$ cat src/hw/rsc_pkg.sv
// Purpose: Constants and types shared by the reset-source control block
// Assumes: 32-bit AXI4-Lite register access, 50 MHz system clock
// Notes: All register offsets are byte addresses of aligned words

`default_nettype none

package rsc_pkg;

  // ==========================================================
  // Register map
  localparam logic [7:0] OFS_THR_SEL = 8'h00; // threshold select
  localparam logic [7:0] OFS_CAUSE = 8'h04; // reset cause flags
  localparam logic [7:0] OFS_FLASH1 = 8'h08; // flash control reg 1
  localparam logic [7:0] OFS_PIN_CTRL = 8'h0c; // reset pin control
  localparam logic [7:0] OFS_PWR_STAT = 8'h10; // timeout / powerdown
  localparam logic [7:0] OFS_IRQ_STAT = 8'h14; // sticky events
  localparam logic [7:0] OFS_IRQ_MASK = 8'h18; // event enables

  // ==========================================================
  // Threshold codes
  localparam logic [7:0] THR_1V70 = 8'h66;
  localparam logic [7:0] THR_1V90 = 8'h55;
  localparam logic [7:0] THR_2V55 = 8'h33;
  localparam logic [7:0] THR_3V15 = 8'h99;
  localparam logic [7:0] THR_3V80 = 8'haa;
  localparam logic [7:0] THR_OFF = 8'hf0;
  localparam logic [7:0] THR_POR = 8'h66;

  // Reset pin control codes
  localparam logic [7:0] PIN_IO = 8'h55;
  localparam logic [7:0] PIN_RES = 8'haa;
  localparam logic [7:0] PIN_POR = 8'h55;

  // Flash control magic value that resets the device
  localparam logic [7:0] FLASH_MAGIC = 8'h55;

  // ==========================================================
  // Field positions
  localparam int CAUSE_WDT = 0;
  localparam int CAUSE_THR = 1;
  localparam int CAUSE_LV = 2;
  localparam int CAUSE_SW = 3;
  localparam int PWR_TO = 0;
  localparam int PWR_PDF = 1;
  localparam int EV_LV = 0;
  localparam int EV_THR = 1;
  localparam int EV_SW = 2;
  localparam int EV_FLASH = 3;
  localparam int EV_WDT = 4;
  localparam int EV_N = 5;

  // ==========================================================
  // Timing
  localparam int CLK_NS = 20;
  localparam int LV_FILTER_NS = 2000; // low-voltage filter time
  localparam int SOFT_DELAY_NS = 1000; // soft-reset delay
  localparam int CNT_W = 12;
  // Least times: round up
  localparam logic [CNT_W-1:0] LV_FILTER_CYC =
    CNT_W'((LV_FILTER_NS + CLK_NS - 1) / CLK_NS);
  localparam logic [CNT_W-1:0] SOFT_DELAY_CYC =
    CNT_W'((SOFT_DELAY_NS + CLK_NS - 1) / CLK_NS);

  // AXI responses
  localparam logic [1:0] RESP_OKAY = 2'b00;
  localparam logic [1:0] RESP_DECERR = 2'b11;

  // ==========================================================
  // Types
  typedef struct packed {
    logic swCode;
    logic lowVolt;
    logic thrFault;
    logic wdtFault;
  } rsc_cause_t;

  typedef struct packed {
    logic fullReset; // whole-device reset request
    logic warmReset; // clear PC and SP only
    logic lvrEnable; // comparator enabled
  } rsc_rst_t;

endpackage

`default_nettype wire

$ cat src/hw/reset_source_control.sv
// Purpose: Reset-source control: threshold select, cause flags, resets
// Assumes: All side inputs synchronous to clk_sys
// Notes: Analog comparator and watchdog counter sit outside this block
//        Reset requests leave this block running; each cause applies its
//        own register effects here instead

`timescale 1ns/10ps
`default_nettype none

// Notes on behaviour
// - Five threshold codes each select one trip voltage.
// - Code f0 disables low-voltage reset, no reset from that code.
// - Full reset only after low supply persists beyond filter time.
// - Low-voltage reset keeps the threshold register unchanged.
// - Undefined threshold code gives full reset after soft delay.
// - After undefined-code reset, threshold register returns to 66.
// - Low-voltage flag set on low-voltage reset; only software writes 0.
// - Threshold fault flag set on undefined code; software clears.
// - Upper four cause flag bits read zero.
// - Writing 55 to flash control register 1 resets whole device.
// - Watchdog timeout in run mode sets timeout flag.
// - Watchdog timeout in low power clears PC and SP only.
// - Watchdog timeout in low power sets timeout and powerdown flags.
// - Pin control invalid value reset sets software-code flag.
// - Low-voltage reset disabled in idle or sleep.
module reset_source_control (
  // Clock and reset
  input wire logic clk_sys,
  input wire logic rst_n,
  // AXI4-Lite write address and data
  input wire logic [7:0] awaddr,
  input wire logic awvalid,
  output logic awready,
  input wire logic [31:0] wdata,
  input wire logic [3:0] wstrb,
  input wire logic wvalid,
  output logic wready,
  // AXI4-Lite write response
  output logic [1:0] bresp,
  output logic bvalid,
  input wire logic bready,
  // AXI4-Lite read
  input wire logic [7:0] araddr,
  input wire logic arvalid,
  output logic arready,
  output logic [31:0] rdata,
  output logic [1:0] rresp,
  output logic rvalid,
  input wire logic rready,
  // Device side
  input wire logic supplyLow,
  input wire logic lowPowerMode,
  input wire logic wdtTimeout,
  input wire logic wdtCodeFault,
  output logic [7:0] thresholdCode,
  output rsc_pkg::rsc_rst_t rstOut,
  output logic irq
);
  import rsc_pkg::*;

  // ==========================================================
  // Reset synchroniser
  // Asserts at once, releases on the second edge so that all flops
  // leave reset together and none sees a half-released state
  logic rstMeta_q, rstSync_n;
  always_ff @(posedge clk_sys or negedge rst_n) begin
    if (!rst_n) begin
      rstMeta_q <= 1'b0;
      rstSync_n <= 1'b0;
    end else begin
      rstMeta_q <= 1'b1;
      rstSync_n <= rstMeta_q;
    end
  end

  // ==========================================================
  // Register state
  logic [7:0] thr_q, thr_d, pin_q, pin_d;
  rsc_cause_t cause_q, cause_d;
  logic [1:0] pwr_q, pwr_d;
  logic [EV_N-1:0] irqStat_q, irqMask_q, irqMask_d, evSet;
  rsc_rst_t rst_q, rst_d;

  // ==========================================================
  // AXI write channel: address and data taken in either order
  // One write in flight: both readies stay low until the response is
  // taken, so a second request waits instead of being lost
  logic awHave_q, wHave_q, bvalid_q;
  logic [7:0] wAddr_q;
  logic [31:0] wData_q;
  logic [3:0] wStrb_q;
  logic [1:0] bresp_q;
  wire awTake = awvalid && awready;
  wire wTake = wvalid && wready;
  wire regWr = awHave_q && wHave_q && !bvalid_q;
  wire wrLane = regWr && wStrb_q[0];
  wire [7:0] wByte = wData_q[7:0];

  assign awready = !awHave_q && !bvalid_q;
  assign wready = !wHave_q && !bvalid_q;
  assign bvalid = bvalid_q;
  assign bresp = bresp_q;

  // Write address decode
  // Address bits [1:0] are ignored; registers live in byte lane 0
  wire wSelThr = wAddr_q == OFS_THR_SEL;
  wire wSelCause = wAddr_q == OFS_CAUSE;
  wire wSelFlash = wAddr_q == OFS_FLASH1;
  wire wSelPin = wAddr_q == OFS_PIN_CTRL;
  wire wSelPwr = wAddr_q == OFS_PWR_STAT;
  wire wSelStat = wAddr_q == OFS_IRQ_STAT;
  wire wSelMask = wAddr_q == OFS_IRQ_MASK;
  wire wMapped = wSelThr || wSelCause || wSelFlash || wSelPin ||
                 wSelPwr || wSelStat || wSelMask;

  // Capture halves, answer one cycle after both are held
  always_ff @(posedge clk_sys or negedge rstSync_n) begin
    if (!rstSync_n) begin
      awHave_q <= 1'b0;
      wHave_q <= 1'b0;
      bvalid_q <= 1'b0;
      wAddr_q <= 8'h00;
      wData_q <= 32'h0000_0000;
      wStrb_q <= 4'h0;
      bresp_q <= RESP_OKAY;
    end else begin
      if (awTake) begin
        awHave_q <= 1'b1;
        wAddr_q <= {awaddr[7:2], 2'b00};
      end
      if (wTake) begin
        wHave_q <= 1'b1;
        wData_q <= wdata;
        wStrb_q <= wstrb;
      end
      if (regWr) begin
        bvalid_q <= 1'b1;
        bresp_q <= wMapped ? RESP_OKAY : RESP_DECERR;
        awHave_q <= 1'b0;
        wHave_q <= 1'b0;
      end else if (bvalid_q && bready) begin
        bvalid_q <= 1'b0;
      end
    end
  end

  // ==========================================================
  // AXI read channel
  logic rvalid_q;
  logic [31:0] rdata_q;
  logic [1:0] rresp_q;
  wire arTake = arvalid && arready;
  wire [7:0] rAddr = {araddr[7:2], 2'b00};
  wire rMapped = rAddr == OFS_THR_SEL || rAddr == OFS_CAUSE ||
                 rAddr == OFS_FLASH1 || rAddr == OFS_PIN_CTRL ||
                 rAddr == OFS_PWR_STAT || rAddr == OFS_IRQ_STAT ||
                 rAddr == OFS_IRQ_MASK;
  logic [31:0] rMux;
  // Read selection; flash control reads zero, upper cause bits zero
  // Offsets never overlap, so the order of the chain does not matter
  assign rMux =
    (rAddr == OFS_THR_SEL) ? {24'h00_0000, thr_q} :
    (rAddr == OFS_CAUSE) ? {28'h000_0000, cause_q} :
    (rAddr == OFS_PIN_CTRL) ? {24'h00_0000, pin_q} :
    (rAddr == OFS_PWR_STAT) ? {30'h0000_0000, pwr_q} :
    (rAddr == OFS_IRQ_STAT) ? {27'h000_0000, irqStat_q} :
    (rAddr == OFS_IRQ_MASK) ? {27'h000_0000, irqMask_q} :
    32'h0000_0000;

  assign arready = !rvalid_q;
  assign rvalid = rvalid_q;
  assign rdata = rdata_q;
  assign rresp = rresp_q;

  // Read data registered, held until taken
  // Unmapped offsets answer DECERR with zero data and no side effect
  always_ff @(posedge clk_sys or negedge rstSync_n) begin
    if (!rstSync_n) begin
      rvalid_q <= 1'b0;
      rdata_q <= 32'h0000_0000;
      rresp_q <= RESP_OKAY;
    end else if (arTake) begin
      rvalid_q <= 1'b1;
      rdata_q <= rMux;
      rresp_q <= rMapped ? RESP_OKAY : RESP_DECERR;
    end else if (rvalid_q && rready) begin
      rvalid_q <= 1'b0;
    end
  end

  // ==========================================================
  // Code classification
  // Anything neither a trip code nor the off code is a fault; the fault
  // flag is set from the register every cycle, not only at the reset
  wire thrValid = thr_q == THR_1V70 || thr_q == THR_1V90 ||
                  thr_q == THR_2V55 || thr_q == THR_3V15 ||
                  thr_q == THR_3V80;
  wire thrOff = thr_q == THR_OFF;
  wire thrBad = !thrValid && !thrOff;
  wire pinBad = pin_q != PIN_IO && pin_q != PIN_RES;
  // Comparator only armed on a valid code and outside low power
  wire lvrArmed = thrValid && !lowPowerMode;

  // ==========================================================
  // Delay timers: 0 = low-voltage filter, 1 = soft-reset delay.
  // A condition that goes away before expiry aborts the timer.
  // The filter sees the live code, so a switch to the off code or into
  // low power during a dip drops the pending reset.
  // One counter per delay keeps the two delays independent.
  logic [1:0] tmCond, tmFire;
  logic [CNT_W-1:0] tmLoad [2];
  assign tmCond = {thrBad || pinBad, lvrArmed && supplyLow};
  assign tmLoad[0] = LV_FILTER_CYC;
  assign tmLoad[1] = SOFT_DELAY_CYC;

  genvar gi;
  generate
    for (gi = 0; gi < 2; gi++) begin : gTimer
      logic [CNT_W-1:0] cnt_q;
      logic act_q;
      // Fires when held one cycle past the loaded count
      assign tmFire[gi] = tmCond[gi] && act_q && cnt_q == '0;
      always_ff @(posedge clk_sys or negedge rstSync_n) begin
        if (!rstSync_n) begin
          cnt_q <= '0;
          act_q <= 1'b0;
        end else if (!tmCond[gi] || tmFire[gi]) begin
          act_q <= 1'b0;
        end else if (!act_q) begin
          cnt_q <= tmLoad[gi];
          act_q <= 1'b1;
        end else begin
          cnt_q <= cnt_q - 1'b1;
        end
      end
    end
  endgenerate

  // ==========================================================
  // Reset causes
  // Requests are registered one-cycle pulses; a cause that stays true
  // reloads its timer and asks again after another full delay
  wire lvFire = tmFire[0];
  wire softFire = tmFire[1];
  wire flashMagic = wrLane && wSelFlash && wByte == FLASH_MAGIC;
  wire wdtRun = wdtTimeout && !lowPowerMode;
  wire wdtSleep = wdtTimeout && lowPowerMode;
  wire anyFull = lvFire || softFire || flashMagic || wdtRun;

  assign rst_d.fullReset = anyFull;
  assign rst_d.warmReset = wdtSleep;
  assign rst_d.lvrEnable = lvrArmed;

  // ==========================================================
  // Next values; hardware restore beats a write in the same cycle
  always_comb begin
    thr_d = thr_q;
    if (wrLane && wSelThr) thr_d = wByte;
    // Low-voltage reset leaves the code alone
    if (softFire && thrBad) thr_d = THR_POR;
  end

  // Every full request restores the pin control code; the warm reset
  // leaves it as software set it
  always_comb begin
    pin_d = pin_q;
    if (wrLane && wSelPin) pin_d = wByte;
    if (anyFull) pin_d = PIN_POR;
  end

  // Cause flags: write 0 clears, hardware set wins
  // A set meeting a clear keeps the flag, so software never loses an
  // event it has not yet read
  wire [3:0] causeClr = (wrLane && wSelCause) ? ~wByte[3:0] : 4'h0;
  always_comb begin
    cause_d = cause_q & ~causeClr;
    if (lvFire) cause_d.lowVolt = 1'b1;
    if (thrBad) cause_d.thrFault = 1'b1;
    if (softFire && pinBad) cause_d.swCode = 1'b1;
    if (wdtCodeFault) cause_d.wdtFault = 1'b1;
  end

  // Timeout and powerdown flags
  // A run-mode timeout leaves the powerdown flag as it was
  wire [1:0] pwrClr = (wrLane && wSelPwr) ? ~wByte[1:0] : 2'b00;
  always_comb begin
    pwr_d = pwr_q & ~pwrClr;
    if (wdtTimeout) pwr_d[PWR_TO] = 1'b1;
    if (wdtSleep) pwr_d[PWR_PDF] = 1'b1;
  end

  // Interrupt events and mask
  // Events are one-cycle strobes; the sticky status bits below hold them
  assign evSet[EV_LV] = lvFire;
  assign evSet[EV_THR] = softFire && thrBad;
  assign evSet[EV_SW] = softFire && pinBad;
  assign evSet[EV_FLASH] = flashMagic;
  assign evSet[EV_WDT] = wdtTimeout;
  assign irqMask_d = (wrLane && wSelMask) ? wByte[EV_N-1:0] : irqMask_q;

  // ==========================================================
  // Sticky status bits, write one to clear, set wins
  generate
    for (gi = 0; gi < EV_N; gi++) begin : gIrq
      wire clr = wrLane && wSelStat && wByte[gi];
      always_ff @(posedge clk_sys or negedge rstSync_n) begin
        if (!rstSync_n) begin
          irqStat_q[gi] <= 1'b0;
        end else begin
          irqStat_q[gi] <= evSet[gi] || (irqStat_q[gi] && !clr);
        end
      end
    end
  endgenerate

  // ==========================================================
  // State registers; power-on reset is the master reset
  // Only the synchronised pin reset clears these, never a request that
  // this block raises itself
  always_ff @(posedge clk_sys or negedge rstSync_n) begin
    if (!rstSync_n) begin
      thr_q <= THR_POR;
      pin_q <= PIN_POR;
      cause_q <= '0;
      pwr_q <= 2'b00;
      irqMask_q <= '0;
      rst_q <= '0;
    end else begin
      thr_q <= thr_d;
      pin_q <= pin_d;
      cause_q <= cause_d;
      pwr_q <= pwr_d;
      irqMask_q <= irqMask_d;
      rst_q <= rst_d;
    end
  end

  // ==========================================================
  // Outputs
  // The interrupt is decoded from flops, so it rises the cycle after the
  // edge that sets its status bit
  assign thresholdCode = thr_q;
  assign rstOut = rst_q;
  assign irq = |(irqStat_q & irqMask_q);

endmodule // reset_source_control

`default_nettype wire

$ cat config.mk
export PLATFORM = sky130hd
export DESIGN_NAME = reset_source_control
export DESIGN_NICKNAME = d
export VERILOG_FILES = /design/src/hw/rsc_pkg.sv /design/src/hw/reset_source_control.sv
export SDC_FILE = /design/constraint.sdc
export NUM_CORES = 1
export LEC_CHECK = 0
export BUFFER_PORTS_ARGS = -buffer_cell sky130_fd_sc_hd__buf_2
export CORE_ASPECT_RATIO = 0.8
export CORE_MARGIN = 10
export CORE_UTILIZATION = 54
export CTS_CLUSTER_DIAMETER = 30
export DETAILED_ROUTE_END_ITERATION = 8
export PLACE_DENSITY_LB_ADDON = 0.15
export SETUP_SLACK_MARGIN = 0.2
export SLEW_MARGIN = 20
export SYNTH_ARGS = -nofsm -noshare
export SYNTH_HDL_FRONTEND = slang
export SYNTH_SLANG_ARGS = --single-unit
$ cat constraint.sdc
create_clock -name clk_sys -period 3.21 [get_ports clk_sys]
set_input_delay 0.642 -clock clk_sys [delete_from_list [all_inputs] [get_ports clk_sys]]
set_output_delay 0.642 -clock clk_sys [all_outputs]
set_load 0.02 [all_outputs]
After elaboration in Yosys (flattened, before gate mapping)

Cells that the tools add are included.

Register bits after elaboration: 118

Multiplexer cells: 32
Reductions and logical operators: 92
$add $sub $neg: 2
Equal/unequal tests: 21
Bitwise operators: 7

Operator list:

| kind                                                                    | count |
|---|---|
| 8-bit 2-to-1 mux                                                        | 7 |
| 1-bit logical AND                                                       | 40 |
| 6-bit by 3-bit == test with 1-bit output, second input constant         | 6 |
| 1-bit logical OR                                                        | 27 |
| 6-bit by 2-bit == test with 1-bit output, second input constant         | 4 |
| 8-bit by 7-bit == test with 1-bit output, second input constant         | 3 |
| 8-bit == test, second input constant                                    | 3 |
| 12-bit logical NOT                                                      | 2 |
| 12-bit 2-to-1 mux                                                       | 2 |
| 12-bit by 1-bit subtractor with 12-bit output, second input constant    | 2 |
| 8-bit logical NOT                                                       | 2 |
| 1-bit 2-to-1 mux                                                        | 16 |
| 5-bit 2-to-1 mux                                                        | 3 |
| 1-bit logical NOT                                                       | 14 |
| 6-bit by 1-bit == test with 1-bit output, second input constant         | 2 |
| 2-bit nonzero test                                                      | 6 |
| 8-bit by 6-bit == test with 1-bit output, second input constant         | 1 |
| 8-bit by 7-bit inequality test with 1-bit output, second input constant | 1 |
| 8-bit inequality test, second input constant                            | 1 |
| 4-bit NOT                                                               | 2 |
| 2-bit 2-to-1 mux                                                        | 3 |
| 5-bit AND                                                               | 1 |
| 5-bit OR reduction                                                      | 1 |
| 4-bit AND                                                               | 1 |
| other kinds (3)                                                         | 4 |

Logic depth before layout (Yosys ltp)

Depth after elaboration: 14
Depth in mapped cells: 10
Mapped depth without buffers: 8

Worst setup path before layout

OpenSTA, ideal clock, no wires.

Path type: reg2reg
From: register gTimer[0].cnt_q[0]
To: register gTimer[0].cnt_q[4]
Arrival time: 1.896 ns
Setup time: 0.119 ns
Setup slack: 1.195 ns
Buffers on the path: 2
Cell stages (with the launch flop): 11
Period minus slack after synthesis: 2.015 ns
Cell sequence: dfrtp_1 inv_1 ha_1 nor3b_4 and4_4 a211o_1 buf_6 inv_2 buf_6 and3_1 o21a_1

Word-level cells in the longest chain between the ends: 3

RTL lines:

| what                                                                                  | RTL line                    | RTL |
|---|---|---|
| from (decl)                                                                           | reset_source_control.sv:219 | `logic [CNT_W-1:0] cnt_q;` |
| from (signal assigned)                                                                | reset_source_control.sv:230 | `cnt_q <= tmLoad[gi];` |
| from (signal assigned)                                                                | reset_source_control.sv:233 | `cnt_q <= cnt_q - 1'b1;` |
| branches (longest 3 deep; another with 12-bit by 1-bit subtractor with 12-bit output) | -                           |  |

Parallel ways; which one is timed is not known.
A chain may end at the register's enable or synchronous reset.

Worst setup path in the final report

From: register gTimer[0].cnt_q[0]
To: register gTimer[0].cnt_q[6]

The elaborated chain is that of the path after synthesis.

==> metrics <==
GRT Util Overall 0.169; Die X 126 um; Post-Route Setup TNS 0 ns; CP cell instances inv_1 -> ha_1 -> nor3b_4 -> and4_4 -> a211o_1 -> inv_2 -> and4_2 -> o21ai_0; final hold vios 0; Worst Hold Class primary input to asynchronous set/reset pin; Routed WL per cell 17.6 um; Post-synth EDFFs 0; Worst Skew 0.00946 ns; first-pass GRT wire length 18400 um; top cells by area, synth dfrtp_1 44%, mux2_2 4.7%, buf_4 4.4%, dfstp_2 4.4%, nand2_1 3.7%; Pre-antenna DRT Iters 4; Hold-fix buffers, CTS 0; worst skew pair latency 0.37 ns; DR DRC count 0; Die ar. 13100 um^2; WP data required 3.50 ns; Post-synth top flop dfrtp_1; detailed-route wire length 11000 um; die height 104 um; r2r worst-path depth 8; clock root buffer clkbuf_8; area leader, netlist dfrtp_1; peak supply drop 0.000584 V; status completed; Critical-path top delay cell dfrtp_1; maxcap violations 0; worst reg2reg endpoint gTimer[0].cnt_q[6]; Worst setup EP type flop; Final Setup Violations 0; RD Place Congestion 0.888; Seq/Total Area, Yosys 0.480; Pleak 2.24 nW; count of boundary I/O pins 116; Final period util 0.745; met2 wire length 4720 um; Synth Cell Area 4810 um^2; uppermost layer routed met4; worst path arrival time 2.68 ns; CP max FO 12; Clock Path Buffers 2; RSZ-0062 raised after global routing no; initial core utilization 0.560; Max Clk Rate 418 MHz; Slew HR 0.315; GRT overflow 0; postcts setup bufs 0; area delta synth->final 9.51%; met3 wire len 935 um; Sink Count 92; Worst-Margin Slew 1.01 ns; Std-Cell Rows 30; clk slew on worst S/H paths 0.09 ns; H-tree Lvls 3; CTS tree yes; largest net degree at the start of global routing 72; pwr dens 852 nW/um^2; Worst Setup Path Type flop to flop; total number of vias 3557; top cell type's share of synthesized area 0.437; DRT met1 WL 5250 um; Synth Instances 451; Post-Syn Area per Cell 10.7 um^2; final count of pins violating max slew 0; initial antenna violation count 0; post-layout minimum cycle time 2.39 ns; fin util 0.613; count leader, synth dfrtp_1; worst reg2reg startpoint gTimer[0].cnt_q[0]; critical path launch point gTimer[0].cnt_q[0]; Num CTS Buffers 9; core footprint 8600 um^2; Antenna Nets Post-Route 0; #FFs+latches synth 92; port bufs 60; library cells used by synthesis 73; vias in the first global route 3572; Detailed Place HPWL 8150 um; vias per std cell 5.70; Setup crit end gTimer[0].cnt_q[6]; R2R Setup Slk 0.82 ns; # nets final 572; layout cell share with drive strength beyond 1 0.270; diode count 0; post-cts sizing count 0; Yosys Warn Count 0; asr flop ratio synth 1.00; CP peak stage delay 0.46 ns; Synth top cells by count 84 x dfrtp_1, 48 x nand2_1, 35 x o21ai_0, 28 x buf_4, 25 x nor2_1; crit start category flop; DRT iter0 DRCs 313
[where the power goes]
part / total (mW) / switching [mW] / leakage, nW / internal [mW]
registers: 1.94 / 0.462 / 1.13 / 1.48
clock network: 0.759 / 0.401 / 0.0893 / 0.358
logic: 1.79 / 1.05 / 1.02 / 0.744
[placed cells by master (no fill, tap or decap), drive strengths merged, types with 6 or more instances in the layout]
cell type and n:
inv 12, nor4bb 7, and4bb 6, nor2b 8, nor2 25, mux2 21, nand3b 6, a21oi 14
mux2i 17, a31oi 6, a22oi 9, nand2 49, o21ai 36, nor3 7, buf 63, nand2b 10
conb 25, nor4 8, dfstp 8, clkbuf 11, dfrtp 84
[metal layers]
layer  up-vias  GRT usage
met5         -          0
met3         7     0.0667
met2       108      0.241
met1      1733      0.233
met4         0     0.0394
li1       1709          -
[cell families (layout without fill, tap and decap cells)]
family	Yosys count	in the layout	share of synthesized area
AND/OR/NAND/NOR	165	165	0.217
AO/OA/AOI/OAI	95	95	0.131
flip-flops	92	92	0.480
buffers and inverters	53	91	0.0678
multiplexers	40	40	0.0938
adder cells (fa/ha/maj)	2	2	0.00520
other	2	25	0.00156
XOR/XNOR	2	2	0.00364
[through the flow]
| step | std cells | worst slack, ns | area, um^2 | power [mW] | hold slack (ns) |
|---|---|---|---|---|---|
| after floorplan | 474 | 0.472 | 4900 | 3.23 | 0.331 |
| after global placement | 608 | 0.924 | 5080 | 3.70 | 0.341 |
| after detailed placement | 608 | 0.835 | 5080 | 3.75 | 0.357 |
| after CTS | 624 | 0.810 | 5270 | 4.52 | 0.0250 |
| after global routing | 624 | 0.556 | 5270 | 4.82 | 0.0115 |
| final | 624 | 0.817 | 5270 | 4.49 | 0.0421 |
[state kept, by name, summed over array words and instances (netlist names), 2 cells and up]
name,count
cause_q,4
gTimer.act_q,2
gTimer.cnt_q,24
irqMask_q,5
irqStat_q,5
pin_q,8
pwr_q,2
rdata,8
rstOut,3
thresholdCode,8
wAddr_q,6
wData_q,8
[how the worst min path moves through the flow]
stage | to | start | cells past startpoint | slack, ns
CTS | rstSync_n | rst_n | 1 | 0.02
detailed placement | rstSync_n | rstMeta_q | 0 | 0.36
floorplan | rstSync_n | rstMeta_q | 0 | 0.33
global placement | rstSync_n | rstMeta_q | 0 | 0.34
global route | rstSync_n | rst_n | 1 | 0.01
finish | rstMeta_q | rst_n | 1 | 0.04
[layout make-up]
cell class | count | area [um^2]
Inverter | 12 | 45.0
Multi-Input combinational cell | 329 | 2260
Tap cell | 112 | 140
Sequential cell | 92 | 2320
Timing Repair Buffer | 63 | 323
Clock inverter | 5 | 55.1
Fill cell | 776 | 3320
Clock buffer | 11 | 131
[critical path, delay by kind of cell (launching register included)]
kind | cells | cell delay (ns)
adder cells (fa/ha/maj) | 1 | 0.19
flip-flops | 1 | 0.46
AND/OR/NAND/NOR | 3 | 0.94
AO/OA/AOI/OAI | 2 | 0.44
buffers and inverters | 2 | 0.28
Power figures use the tool's default switching activity.
